==> config.mk <==
export PLATFORM = sky130hd
export DESIGN_NAME = adc_parallel_host_port
export DESIGN_NICKNAME = d
export VERILOG_FILES = /design/src/hpp_pkg.sv /design/src/sync3.sv /design/src/adc_parallel_host_port.sv
export VERILOG_INCLUDE_DIRS = /design/src /design/src/src
export SDC_FILE = /design/constraint.sdc
export NUM_CORES = 1
export LEC_CHECK = 0
export ABC_AREA = 1
export BUFFER_PORTS_ARGS = -buffer_cell sky130_fd_sc_hd__buf_2
export CAP_MARGIN = 20
export CORE_MARGIN = 4
export CORE_UTILIZATION = 50
export CTS_BUF_LIST = sky130_fd_sc_hd__clkbuf_4 sky130_fd_sc_hd__clkbuf_8
export CTS_CLUSTER_DIAMETER = 150
export DETAILED_ROUTE_END_ITERATION = 12
export PLACE_DENSITY = 0.73
export REMOVE_ABC_BUFFERS = 1
export SKIP_LAST_GASP = 1
export SLEW_MARGIN = 20
export SYNTH_ARGS = -nofsm -noshare
export SYNTH_HDL_FRONTEND = slang
export SYNTH_HIERARCHICAL = 1
export SYNTH_SLANG_ARGS = --single-unit
==> constraint.sdc <==
create_clock -name clk -period 2.95 [get_ports clk]
set_input_delay 0.4425 -clock clk [delete_from_list [all_inputs] [get_ports clk]]
set_output_delay 0.4425 -clock clk [all_outputs]
set_load 0.01 [all_outputs]
==> src/hpp_cfg.svh <==
// Constants for the parallel host port: widths, field positions, reset values, counts
`ifndef HPP_CFG_SVH
`define HPP_CFG_SVH

`define HPP_DATA_W        13       // Full data bus width
`define HPP_NARROW_W      8        // Active lines in narrow mode
`define HPP_HI_W          5        // Upper lines, carried in the second narrow transfer
`define HPP_SYNC_STAGES   3        // Flip-flops on every pin input
`define HPP_CHAN_MSB      3        // Channel select field, top bit
`define HPP_SYNC_DIR_BIT  8        // Sync pin direction bit
`define HPP_BW_BIT        12       // Bus width bit
`define HPP_CFG_RESET     13'h0000 // Configuration word after reset
`define HPP_STRAP_WAIT    3'h5     // Cycles after release before the strap is read
`define HPP_PINS_IDLE     3'h7     // Select and strobes idle high

`endif

==> src/hpp_pkg.sv <==
// Types shared by the parallel host port
package hpp_pkg;

  // Host strobes, all active low
  typedef struct packed {
    logic cs_n;  // Chip select
    logic rd_n;  // Read strobe
    logic wr_n;  // Write strobe
  } host_pins_s;

  // Configuration word layout, bit 12 down to bit 0
  typedef struct packed {
    logic       bus_wide;      // Bus width select, bit 12
    logic [2:0] rsv_hi;        // Bits 11..9, stored only
    logic       sync_is_input; // Sync pin direction, bit 8
    logic [3:0] rsv_mid;       // Bits 7..4, stored only
    logic [3:0] chan_sel;      // Channel select, bits 3..0
  } cfg_s;

  // Which half of a word the next narrow transfer carries
  typedef enum logic {
    BYTE_LO = 1'b0,  // Lines 7..0 of the word
    BYTE_HI = 1'b1   // Lines 12..8 of the word
  } byte_e;

endpackage

==> src/sync3.sv <==
// Three-stage pin synchroniser with agreement filter
`timescale 1ns/1ps
`default_nettype none
`include "hpp_cfg.svh"

module sync3 #(
  parameter int           W   = 1,   // Bits carried
  parameter logic [W-1:0] RST = '0   // Value held during reset
) (
  input  wire logic         clk,    // System clock
  input  wire logic         reset,  // Synchronous reset, active high
  input  wire logic [W-1:0] d,      // Asynchronous pin level
  output logic      [W-1:0] q       // Filtered level
);

  logic [W-1:0] s1;  // First stage, read only by s2
  logic [W-1:0] s2;  // Second stage
  logic [W-1:0] s3;  // Third stage

  // Shift chain; output moves only when stages two and three agree
  always_ff @(posedge clk) begin
    if (reset) begin
      s1 <= RST;
      s2 <= RST;
      s3 <= RST;
      q  <= RST;
    end else begin
      s1 <= d;
      s2 <= s1;
      s3 <= s2;
      if (s2 == s3) begin
        q <= s3;
      end
    end
  end

endmodule
`default_nettype wire

==> src/adc_parallel_host_port.sv <==
// Parallel host port of a sampling converter: strobes, data lines, sync, ready, standby
//
// Notes on behaviour
// - Strap low: latch data on write rise
// - Strap high: latch data on write fall
// - Config bit 8 sets sync pin direction
// - Sync input rising edge starts a conversion
// - Sync output high during each conversion; a begin in the same cycle as a done leaves it low
// - Bit 12 picks eight or thirteen lines
// - Line 12 is msb, line 0 lsb
// - Input buffers on while write and select low
// - Drive lines only while read and select low
// - Active-low ready marks function begun or ended
// - Standby output low only while in standby
// - Bits 3..0 route channels to selector
`timescale 1ns/1ps
`default_nettype none
`include "hpp_cfg.svh"

module adc_parallel_host_port
  import hpp_pkg::*;
(
  input  wire logic                   clk,                 // System clock, 125 MHz
  input  wire logic                   reset,               // Synchronous reset, active high
  input  wire host_pins_s             host_pins,           // Select and strobes from the pins
  input  wire logic [`HPP_DATA_W-1:0] host_data_lines_in,  // Data lines as seen at the pins
  output logic      [`HPP_DATA_W-1:0] host_data_lines_out, // Data lines driven value
  output logic      [`HPP_DATA_W-1:0] host_data_lines_oe,  // Per-line drive enable
  output logic                        in_buf_en,           // Data input buffers enabled
  input  wire logic                   latch_edge_strap,    // Write edge strap pin
  input  wire logic                   sync_in,             // Sync pin level
  output logic                        sync_out,            // Sync pin driven value
  output logic                        sync_oe,             // Sync pin drive enable
  output logic                        rdy_n,               // Ready, active low
  output logic                        sleep_state_n,       // Low while in standby with no wake request
  input  wire logic                   conv_begin,          // Core started a conversion
  input  wire logic                   conv_done,           // Core finished a conversion
  input  wire logic [`HPP_DATA_W-1:0] conv_result,         // Result, valid with conv_done
  input  wire logic                   core_standby,        // Core is in standby
  input  wire logic                   wake_req,            // Leave standby has been asked
  output logic                        conv_trigger,        // Start pulse to the core
  output logic [`HPP_CHAN_MSB:0]      chan_route,          // Channel select to the selector
  output logic                        bus_width_sel        // Current bus width, 1 = wide
);

  host_pins_s             pins_q;      // Filtered strobes
  logic [`HPP_DATA_W-1:0] data_q;      // Filtered data lines
  logic                   strap_q;     // Filtered strap
  logic                   sync_q;      // Filtered sync pin
  host_pins_s             pins_prev_r; // Strobes one cycle ago
  logic                   sync_prev_r; // Sync level one cycle ago
  logic [2:0]             strap_cnt_r; // Wait before reading strap
  logic                   strap_done_r;// Strap has been taken
  logic                   edge_fall_r; // 1 = latch on falling write edge
  cfg_s                   cfg_r;       // Configuration word
  byte_e                  wr_phase_r;  // Next narrow write half
  byte_e                  rd_phase_r;  // Next narrow read half
  logic [`HPP_DATA_W-1:0] result_r;    // Last conversion result
  logic                   wr_act;      // Write and select low
  logic                   rd_act;      // Read and select low
  logic                   wr_take;     // Write edge that latches data
  logic                   rd_end;      // Read strobe released while selected
  logic                   start_any;   // A conversion begins this cycle

  // Pin synchronisers, idle strobes reset high
  sync3 #(.W(3), .RST(`HPP_PINS_IDLE)) u_sync_pins (
    .clk   (clk),
    .reset (reset),
    .d     (host_pins),
    .q     (pins_q)
  );
  sync3 #(.W(`HPP_DATA_W), .RST(`HPP_CFG_RESET)) u_sync_data (
    .clk   (clk),
    .reset (reset),
    .d     (host_data_lines_in),
    .q     (data_q)
  );
  sync3 #(.W(2), .RST(2'h0)) u_sync_misc (
    .clk   (clk),
    .reset (reset),
    .d     ({latch_edge_strap, sync_in}),
    .q     ({strap_q, sync_q})
  );

  // Strobe decode and edge events
  always_comb begin
    wr_act    = !pins_q.wr_n && !pins_q.cs_n;
    rd_act    = !pins_q.rd_n && !pins_q.cs_n;
    // Fall: strobe goes low under select; rise: strobe leaves low while selected
    wr_take   = edge_fall_r ? (wr_act && !(!pins_prev_r.wr_n && !pins_prev_r.cs_n))
                            : (!pins_prev_r.wr_n && !pins_prev_r.cs_n
                               && pins_q.wr_n && !pins_q.cs_n);
    rd_end    = !pins_prev_r.rd_n && !pins_prev_r.cs_n && pins_q.rd_n;
    start_any = conv_begin || conv_trigger;
  end

  // Previous levels for edge detection
  always_ff @(posedge clk) begin
    if (reset) begin
      pins_prev_r <= `HPP_PINS_IDLE;
      sync_prev_r <= 1'b0;
    end else begin
      pins_prev_r <= pins_q;
      sync_prev_r <= sync_q;
    end
  end

  // Strap read once, after the synchroniser has settled
  // Filtered level moves only on the fourth edge after release, so wait past it
  always_ff @(posedge clk) begin
    if (reset) begin
      strap_cnt_r  <= 3'h0;
      strap_done_r <= 1'b0;
      edge_fall_r  <= 1'b0;
    end else if (!strap_done_r) begin
      if (strap_cnt_r == `HPP_STRAP_WAIT) begin
        edge_fall_r  <= strap_q;
        strap_done_r <= 1'b1;
      end else begin
        strap_cnt_r <= strap_cnt_r + 3'h1;
      end
    end
  end

  // Configuration writes; narrow mode takes low half then high half
  always_ff @(posedge clk) begin
    if (reset) begin
      cfg_r      <= `HPP_CFG_RESET;
      wr_phase_r <= BYTE_LO;
    end else if (wr_take && strap_done_r) begin
      if (cfg_r.bus_wide) begin
        cfg_r      <= data_q;
        wr_phase_r <= BYTE_LO;
      end else if (wr_phase_r == BYTE_LO) begin
        cfg_r[`HPP_NARROW_W-1:0] <= data_q[`HPP_NARROW_W-1:0];
        wr_phase_r               <= BYTE_HI;
      end else begin
        cfg_r[`HPP_DATA_W-1:`HPP_NARROW_W] <= data_q[`HPP_HI_W-1:0];
        wr_phase_r                         <= BYTE_LO;
      end
    end
  end

  // Configuration fields and input buffer enable out to the rest of the converter
  always_ff @(posedge clk) begin
    if (reset) begin
      chan_route    <= 4'h0;
      bus_width_sel <= 1'b0;
      in_buf_en     <= 1'b0;
    end else begin
      chan_route    <= cfg_r.chan_sel;
      bus_width_sel <= cfg_r.bus_wide;
      in_buf_en     <= wr_act;
    end
  end

  // Result capture and read half tracking
  always_ff @(posedge clk) begin
    if (reset) begin
      result_r   <= `HPP_CFG_RESET;
      rd_phase_r <= BYTE_LO;
    end else begin
      if (conv_done) begin
        result_r <= conv_result;
      end
      if (rd_end && !cfg_r.bus_wide) begin
        rd_phase_r <= (rd_phase_r == BYTE_LO) ? BYTE_HI : BYTE_LO;
      end else if (cfg_r.bus_wide) begin
        rd_phase_r <= BYTE_LO;
      end
    end
  end

  // Data line drive: only under read and select, narrow mode keeps top lines off
  always_ff @(posedge clk) begin
    if (reset) begin
      host_data_lines_out <= `HPP_CFG_RESET;
      host_data_lines_oe  <= `HPP_CFG_RESET;
    end else if (!rd_act) begin
      host_data_lines_oe  <= `HPP_CFG_RESET;
    end else if (cfg_r.bus_wide) begin
      host_data_lines_out <= result_r;
      host_data_lines_oe  <= {`HPP_DATA_W{1'b1}};
    end else begin
      host_data_lines_oe  <= {{`HPP_HI_W{1'b0}}, {`HPP_NARROW_W{1'b1}}};
      if (rd_phase_r == BYTE_LO) begin
        host_data_lines_out <= {{`HPP_HI_W{1'b0}}, result_r[`HPP_NARROW_W-1:0]};
      end else begin
        host_data_lines_out <= {{`HPP_NARROW_W{1'b0}}, result_r[`HPP_DATA_W-1:`HPP_NARROW_W]};
      end
    end
  end

  // Sync pin: trigger on rising input, or mark the conversion as output
  always_ff @(posedge clk) begin
    if (reset) begin
      sync_oe      <= 1'b1;
      sync_out     <= 1'b0;
      conv_trigger <= 1'b0;
    end else begin
      sync_oe      <= !cfg_r.sync_is_input;
      conv_trigger <= cfg_r.sync_is_input && sync_q && !sync_prev_r;
      if (cfg_r.sync_is_input) begin
        sync_out <= 1'b0;
      end else if (conv_done) begin
        sync_out <= 1'b0;
      end else if (conv_begin) begin
        sync_out <= 1'b1;
      end
    end
  end

  // Ready: high from a start until done, but done wins when it lands in the start cycle; low once done until the result is read
  always_ff @(posedge clk) begin
    if (reset) begin
      rdy_n <= 1'b1;
    end else if (conv_done) begin
      rdy_n <= 1'b0;
    end else if (start_any) begin
      rdy_n <= 1'b1;
    end else if (rd_end && (cfg_r.bus_wide || rd_phase_r == BYTE_HI)) begin
      rdy_n <= 1'b1;
    end
  end

  // Standby status
  always_ff @(posedge clk) begin
    if (reset) begin
      sleep_state_n <= 1'b1;
    end else begin
      sleep_state_n <= !(core_standby && !wake_req);
    end
  end
endmodule
`default_nettype wire

==> metrics.md, run 1 <==
| Metric | Value |
|---|---|
| Worst-path maximum fanout | `8` |
| # fillers | `785` |
| CP max stage cell | `dfxtp_1` |
| Pre-CTS setup slack | `about 0.89 ns` |
| Nets@finish | `about 670` |
| Flop2flop setup slack | `1.68 ns` |
| Cts bufs inserted | `17` |
| First-pass GRT wire length | `approximately 13 mm` |
| Max Clock Skew | `0.0134 ns` |
| Routed WL | `~7.7 mm` |
| Starting DRC count in detailed routing | `99` |
| GRT Util Overall | `15.3%` |
| Met1 wire length | `3.33 mm` |
| Avg Cell Area, Syn | `between 8 and 9 µm²` |
| Max Cap Violations | `0` |
| Wire per inst | `10.3 µm` |
| Synth-to-Final Area Change | `16.9%` |
| CTS tree | `yes` |
| Worst vdd ir | `372 µV` |
| Met2 wire len | `3.72 mm` |
| Highest Signal Layer | `met4` |
| Post-Synthesis Cells | `564` |
| CP Launch Type | `flip-flop` |
| R2r startpoint | `u_sync_pins/q[2]` |
| Final setup viols | `0` |
| Placer Congestion | `0.827` |
| Initial antenna violation count | `0` |
| Final Cycle Share | `48.6%` |
| HPWL after detailed placement | `approximately 5.3 mm` |
| First-pass DRT Iterations | `4` |
| Synth warnings | `6` |
| Power per cell area | `682 mW/mm²` |
| Vias in the first global route | `3169` |
| Delay of the slowest cell on the worst path | `roughly 0.41 ns` |
| Commonest non-fill, non-tap cell in the layout | `dfxtp_1` |
| Status | `completed` |
| Hold Path Depth | `2` |
| Hold Path Sink | `u_sync_pins/s1[1]` |
| CP Cell Sequence | `buf_2` |
| Inst Count DP | `roughly 720` |
| Setup WS post-layout | `between 1.5 and 2 ns` |
| Clock Latency Late Sink | `0.42 ns` |
| Root buf cell | `clkbuf_8` |
| Worst-path clk slew | `0.07 ns` |
| I/O pins | `74` |
| Hold Path Origin | `host_pins[1]` |
| Post-cts resize count | `0` |
| Slew @ Worst Pin | `0.537 ns` |
| CP arrival | `0.99 ns` |
| Grt ovf | `0` |
| Final Hold Viols | `0` |
| Setup crit end kind | `output port` |
| Max-slew violation count | `0` |
| Max transition margin | `around 64%` |
| Hold Worst Slack | `between 0.2 and 0.25 ns` |
| Post-CTS setup buffer count | `0` |
| Vias per cell | `4.63` |
| Area after DPL | `0.00482 mm²` |
| Clock Path Buffers | `2` |
| Netlist Area Pre-Place | `around 0.0045 mm²` |
| Min-delay worst type | `primary input to flip-flop` |
| Crit-path leading delay family | `flip-flops` |
| Core area | `a little under 0.009 mm²` |
| Met3 wire len | `between 500 and 600 µm` |
| RSZ-0062 raised after global routing | `no` |
| H-tree levels | `4` |
| Share of layout cells above drive strength 1 | `22.2%` |
| Most frequent cells in the layout | `122 x dfxtp_1, 97 x inv_1, 95 x nor2_1` |
| Largest net degree at the start of global routing | `52` |
| RR Endpoint | `host_data_lines_out[0]` |
| Leakage power | `between 0.002 and 0.003 µW` |
| Final instance area | `about 0.0053 mm²` |
| Setup TNS | `0 ns` |
| Number of buffers and inverters on the critical path | `1` |
| Crit path kind | `flip-flop to output port` |
| Hold_buf cts | `0` |
| Port Buffer Count | `73` |
| Final instance count without filler cells | `749` |
| ANT cells | `0` |
| Initial Utilization | `51.6%` |
| Antenna-violating nets left | `0` |
| Max Freq | `698 MHz` |
| Clock Sinks | `122` |
| Crit path time final | `1.43 ns` |
| Die height | `103 µm` |
| Die footprint | `0.0106 mm²` |
| Post-detailed-route DRC marker count | `0` |
| CP required | `2.51 ns` |
| Rows | `34` |
| Via count | `3468` |
| Reg2reg path depth | `6` |
| Die width | `103 µm` |
## power breakdown
| part | internal, µW | switching [µW] |
|---|---|---|
| logic | 88.0 | 136 |
| registers | 1710 | 35.4 |
| clock network | 974 | 659 |
## metal layers
| layer | GRT usage, % | up-vias |
|---|---|---|
| met5 | 0 | - |
| met4 | 6.67 | 0 |
| met3 | 4.60 | 11 |
| met2 | 27.5 | 101 |
| met1 | 16.6 | 1521 |
| li1 | - | 1835 |
## stage by stage
stage          total power [µW]  util, %
2_1_floorplan              1930        -
3_3_place_gp               2000     55.0
3_5_place_dp               2010     55.0
4_1_cts                    3640     60.2
5_1_grt                    3750     60.3
6_report                   3610     60.3
## flip-flops by register name, indices dropped and copies added, names as in the netlist, 2 cells and up
| register | cells |
|---|---|
| u_sync_data/s2 | 13 |
| cfg_r | 6 |
| u_sync_misc/s2 | 2 |
| u_sync_data/s3 | 13 |
| host_data_lines_oe | 2 |
| result_r | 13 |
| u_sync_pins/q | 3 |
| u_sync_pins/s2 | 3 |
| u_sync_misc/s1 | 2 |
| host_data_lines_out | 13 |
| u_sync_data/q | 7 |
| u_sync_misc/q | 2 |
| pins_prev_r | 3 |
| chan_route | 4 |
| u_sync_data/s1 | 13 |
| u_sync_pins/s3 | 3 |
| u_sync_pins/s1 | 3 |
| u_sync_misc/s3 | 2 |
| strap_cnt_r | 3 |
## worst max-delay path by stage
stage | cells after the start | to | slack, ns | from
after detailed placement | 4 | strap_cnt_r[0] | 0.89 | reset
after global placement | 4 | result_r[12] | 1.03 | reset
after floorplan | 3 | result_r[10] | 1.64 | reset
final | 1 | host_data_lines_oe[4] | 1.52 | host_data_lines_oe[7]
after CTS | 4 | strap_cnt_r[0] | 1.34 | reset
after global routing | 1 | host_data_lines_oe[1] | 1.42 | host_data_lines_oe[7]
## area by class of cell
cell class              instances  area, µm²  area share [%]
flip-flops and latches        122       2440            46.2
clock inverters                13        191            3.62
inverters                     101        382            7.22
well taps                     108        135            2.56
clock buffers                  19        262            4.95
repair buffers                 75        388            7.34
multi-input cells             311       1490            28.1
## worst reg2reg max path: stages (launching register included)
cell,delay [ns]
dfxtp_1,0.36
nor2_4,0.30
inv_4,0.14
a21oi_1,0.14
o21ai_1,0.08
o211ai_1,0.09
inv_1,0.06
No activity file was read; power rests on OpenSTA's default activity.
==> run 2: changes to the inputs <==
- PLACE_DENSITY: 0.73 -> 0.75
- clock period: 2.95 -> 1.2 ns (I/O delays scaled with it)
==> metrics.md, run 2 (synthesized netlist as in run 1, its figures left out) <==
| Metric | Value |
|---|---|
| Status | `complete, but fails checks` |
| Violated checks | `negative setup slack` |
| CP arrival | `1.62 ns` |
| Final setup viols | `7` |
| Root buf cell | `clkbuf_8` |
| Antenna-violating nets left | `0` |
| Tot Pwr | `between 9000 and 10000 µW` |
| Final Hold Viols | `0` |
| Met2 usage | `approximately 31%` |
| Vias in the first global route | `3497` |
| Wire per inst | `11.5 µm` |
| Die footprint | `0.0106 mm²` |
| Final core occ | `between 60% and 70%` |
| Final Cycle Share | `109%` |
| Post-detailed-route DRC marker count | `0` |
| Max Clock Skew | `approximately 0.013 ns` |
| CTS tree | `yes` |
| Setup WS post-layout | `-0.104 ns` |
| Min-delay worst type | `primary input to flip-flop` |
| Inst Count DP | `727` |
| Area occupied by registers | `between 0.002 and 0.0025 mm²` |
| Die width | `103 µm` |
| Initial antenna violation count | `0` |
| HPWL after detailed placement | `about 5.6 mm` |
| Crit path time final | `1.30 ns` |
| Worst-path maximum fanout | `6` |
| GRT Util Overall | `17.4%` |
| Final instance count without filler cells | `796` |
| Most Used Layer, Global Route | `met2` |
| RSZ-0062 raised after global routing | `yes` |
| Port Buffer Count | `73` |
| Power per cell area | `1640 mW/mm²` |
| H-tree levels | `4` |
| First-pass GRT wire length | `14.4 mm` |
| Die height | `103 µm` |
| Cts bufs inserted | `17` |
| Initial Utilization | `51.6%` |
| Core area | `0.00876 mm²` |
| Grt ovf | `0` |
| Setup crit end kind | `flip-flop` |
| Routed WL | `9.16 mm` |
| Nets@finish | `approximately 710` |
| CP required | `about 1.5 ns` |
| Commonest non-fill, non-tap cell in the layout | `dfxtp_1` |
| Crit path kind | `flip-flop to flip-flop` |
| Max-slew violation count | `0` |
| Rows | `34` |
| Most frequent cells in the layout | `103 x dfxtp_1, 89 x nor2_1, 87 x inv_1` |
| M3 GR Usage | `6.36%` |
| Vias per cell | `4.66` |
| Max transition margin | `76.7%` |
| Max Freq | `767 MHz` |
| CP Launch Type | `flip-flop` |
| First-pass DRT Iterations | `4` |
| GR met1 Demand/Resource | `17.9%` |
| I/O pins | `74` |
| Area occupied by multi-input gates | `0.00158 mm²` |
| Clock Path Buffers | `2` |
| Leakage power | `around 0.0028 µW` |
| Clock Sinks | `122` |
| Max Cap Violations | `0` |
| Share of layout cells above drive strength 1 | `29.9%` |
| Clock Latency Late Sink | `around 0.43 ns` |
| Slew @ Worst Pin | `approximately 0.35 ns` |
| # fillers | `686` |
| Placer Congestion | `0.802` |
| Setup TNS | `-0.635 ns` |
| Largest net degree at the start of global routing | `40` |
| Via count | `3709` |
| Worst vdd ir | `778 µV` |
| Starting DRC count in detailed routing | `102` |
| Worst-path clk slew | `0.08 ns` |
| ANT cells | `0` |
| Synth-to-Final Area Change | `31.4%` |
-- run 2: cell count changes in the layout (fill, tap and decap cells not counted), sizes merged --
cell,previous run,this run
buf,75,92
bufinv,4,7
clkinvlp,3,1
dlygate4sd3,0,28
nor2,102,103
-- run 2: path summary, 6_finish.rpt --
kind,startpoint,to,slack [ns],cells after the start
setup / recovery,u_sync_data/s2[3],u_sync_data/q[0],-0.10,8
hold / removal,conv_result[9],result_r[9],0.04,3
setup reg to reg,u_sync_data/s2[3],u_sync_data/q[0],-0.10,8
hold reg to reg,sync_prev_r,conv_trigger,0.39,1
-- run 2: what timing repair did --
item | in CTS | in global routing
setup endpoints to repair | 19 | 35
setup buffers | 2 | 5
gates cloned | 1 | 1
hold buffers | 28 | 0
pin swaps | 7 | 22
endpoints found under the hold margin | 27 | 0
gates resized for setup | 14 | 42
-- run 2: stage by stage --
step	hold WS [ns]	worst slack, ns	area (µm²)
final	0.0379	-0.104	5940
after detailed placement	0.365	-0.0319	4930
after CTS	0.0165	-0.0348	5790
after floorplan	0.242	0.0975	4310
after global placement	0.367	0.0315	4930
after global routing	0.0530	-0.175	5940
-- run 2: final cells by class --
class                           count  share of cell area (%)
Sequential cell                   122                    41.6
Multi-Input combinational cell    312                    26.6
Timing Repair Buffer              121                    14.4
Inverter                          101                    6.46
Clock inverter                     14                    4.49
Clock buffer                       18                    4.17
Tap cell                          108                    2.27
-- run 2: where the power goes --
part	total [µW]	leakage (µW)	internal, µW	switching [µW]
clock network	4640	0.000254	2970	1670
registers	4310	0.00100	4220	97.8
logic	771	0.00155	366	405
-- run 2: critical path, cell delays in order, from the launching register on --
cell and delay (ns):
dfxtp_2 0.34, inv_2 0.04, nand2_2 0.05, nand4_1 0.15, nor2_4 0.27, buf_12 0.15
nand3_1 0.09, nand2_1 0.07, nor2_1 0.04
-- run 2: per-layer routing --
metal,part of all wire [%],vias to the layer above,wire length [µm]
li1,-,1930,-
met1,40,1659,3660
met2,52,102,4750
met3,6.2,18,567
met4,2.0,0,182
met5,0,-,0
==> run 3: changes to the inputs <==
- ABC_AREA: 1 -> default
- PLACE_DENSITY: 0.75 -> 0.76
==> metrics.md, run 3 <==
| Metric | Value |
|---|---|
| Clock Path Buffers | `2` |
| Die width | `101 µm` |
| Max-slew violation count | `0` |
| Leakage power | `0.00243 µW` |
| Met2 usage | `31.1%` |
| Area after DPL | `between 0.004 and 0.005 mm²` |
| Cts bufs inserted | `17` |
| Crit path time final | `1.58 ns` |
| First-pass DRT Iterations | `4` |
| Clock Sinks | `122` |
| Final Hold Viols | `0` |
| Wire per inst | `between 10 and 15 µm` |
| M3 GR Usage | `6.47%` |
| Final Cycle Share | `132%` |
| CTS tree | `yes` |
| Power per cell area | `1480 mW/mm²` |
| Routed WL | `8.39 mm` |
| # fillers | `624` |
| Max transition margin | `65.8%` |
| Root buf cell | `clkbuf_8` |
| Crit path kind | `flip-flop to flip-flop` |
| Vias in the first global route | `3159` |
| CP required | `1.54 ns` |
| Reg2reg path depth | `6` |
| GRT Util Overall | `17.7%` |
| Initial Utilization | `52.0%` |
| Min-delay worst type | `primary input to flip-flop` |
| Tot Pwr | `8590 µW` |
| Die footprint | `about 0.010 mm²` |
| Delay of the slowest cell on the worst path | `between 0.3 and 0.4 ns` |
| CP Launch Type | `flip-flop` |
| Final setup viols | `15` |
| I/O pins | `74` |
| Avg Cell Area, Syn | `10.6 µm²` |
| Most Used Layer, Global Route | `met2` |
| Most frequent cells in the layout | `113 x dfxtp_1, 72 x buf_2, 50 x nor2b_1` |
| Worst vdd ir | `about 1300 µV` |
| Vias per cell | `4.85` |
| Status | `complete, but fails checks` |
| CP arrival | `1.92 ns` |
| Core area | `0.00834 mm²` |
| Setup TNS | `-2.98 ns` |
| Die height | `101 µm` |
| Port Buffer Count | `73` |
| Violated checks | `negative setup slack` |
| Slew @ Worst Pin | `approximately 0.5 ns` |
| First-pass GRT wire length | `about 14 mm` |
| Netlist Area Pre-Place | `0.00434 mm²` |
| Hold Path Depth | `3` |
| RSZ-0062 raised after global routing | `yes` |
| Worst-path maximum fanout | `7` |
| Via count | `3132` |
| Clock Latency Late Sink | `around 0.42 ns` |
| Final instance area | `between 0.005 and 0.006 mm²` |
| Placer Congestion | `between 0.8 and 0.9` |
| Starting DRC count in detailed routing | `86` |
| GR met1 Demand/Resource | `19.3%` |
| Setup crit end kind | `flip-flop` |
| HPWL after detailed placement | `5.30 mm` |
| ANT cells | `0` |
| Grt ovf | `0` |
| Max Clock Skew | `0.0107 ns` |
| Post-detailed-route DRC marker count | `0` |
| Synth-to-Final Area Change | `33.4%` |
| Rows | `33` |
| Setup WS post-layout | `-0.379 ns` |
| Post-Synthesis Cells | `408` |
| Max Cap Violations | `0` |
| CP max stage cell | `dfxtp_2` |
| Largest net degree at the start of global routing | `26` |
| Worst-path clk slew | `0.08 ns` |
| Share of layout cells above drive strength 1 | `34.4%` |
| Antenna-violating nets left | `0` |
| Hold Worst Slack | `~0.03 ns` |
| CP Cell Sequence | `xor2_1 > nor4_1 > nand4_1 > nor4_4 > buf_6 > mux2i_1` |
| Synth warnings | `6` |
| Nets@finish | `~570` |
| Pre-CTS setup slack | `-0.521 ns` |
| H-tree levels | `4` |
| Max Freq | `633 MHz` |
| Initial antenna violation count | `0` |
| Commonest non-fill, non-tap cell in the layout | `dfxtp_1` |
run 3: cell type report:
type	count	area, µm²	share of cell area, %
Multi-Input combinational cell	246	1810	31.2
Clock buffer	19	255	4.41
Tap cell	105	131	2.27
Timing Repair Buffer	132	935	16.1
Sequential cell	122	2460	42.5
Clock inverter	13	169	2.92
Inverter	9	33.8	0.584
run 3: per-stage QoR:
step / std cells / utilization [%]
after detailed placement: 580 / 58.5
after global routing: 646 / 69.4
after CTS: 643 / 67.9
after floorplan: 376 / -
final: 646 / 69.4
after global placement: 580 / 58.5
run 3: worst paths after layout:
kind | slack [ns] | to | start
min reg2reg | 0.41 | u_sync_pins/s2[1] | u_sync_pins/s1[1]
max | -0.38 | u_sync_data/q[12] | u_sync_data/s3[8]
min | 0.03 | result_r[1] | conv_result[1]
max reg2reg | -0.38 | u_sync_data/q[12] | u_sync_data/s3[8]
run 3: timing repair:
item | CTS | global route
buffers inserted | 0 | 3
endpoints found under the setup margin | 24 | 35
cloned | 1 | 0
hold buffers | 30 | 1
pin swaps | 5 | 5
gates resized for setup | 13 | 28
endpoints found under the hold margin | 29 | 1
run 3: worst max-delay path, delay by kind of cell (launching register included):
| family | cells | cell delay [ns] |
|---|---|---|
| buffers and inverters | 1 | 0.18 |
| and+or+nand+nor | 3 | 0.66 |
| muxes | 1 | 0.19 |
| DFF | 1 | 0.32 |
| xor gates and xnor gates | 1 | 0.15 |
run 3: where the power goes:
| group | internal, µW | switching, µW | leakage [µW] | total (µW) |
|---|---|---|---|---|
| sequential | 4170 | 68.6 | 0.000998 | 4240 |
| combinational | 325 | 239 | 0.00123 | 564 |
| clock | 2150 | 1640 | 0.000202 | 3780 |
| total | 6640 | 1940 | 0.00243 | 8590 |
run 3: routing by layer:
metal,up-vias,routed length (µm)
met1,1463,3520
met5,-,0
met3,9,521
met2,78,4280
li1,1582,-
met4,0,66
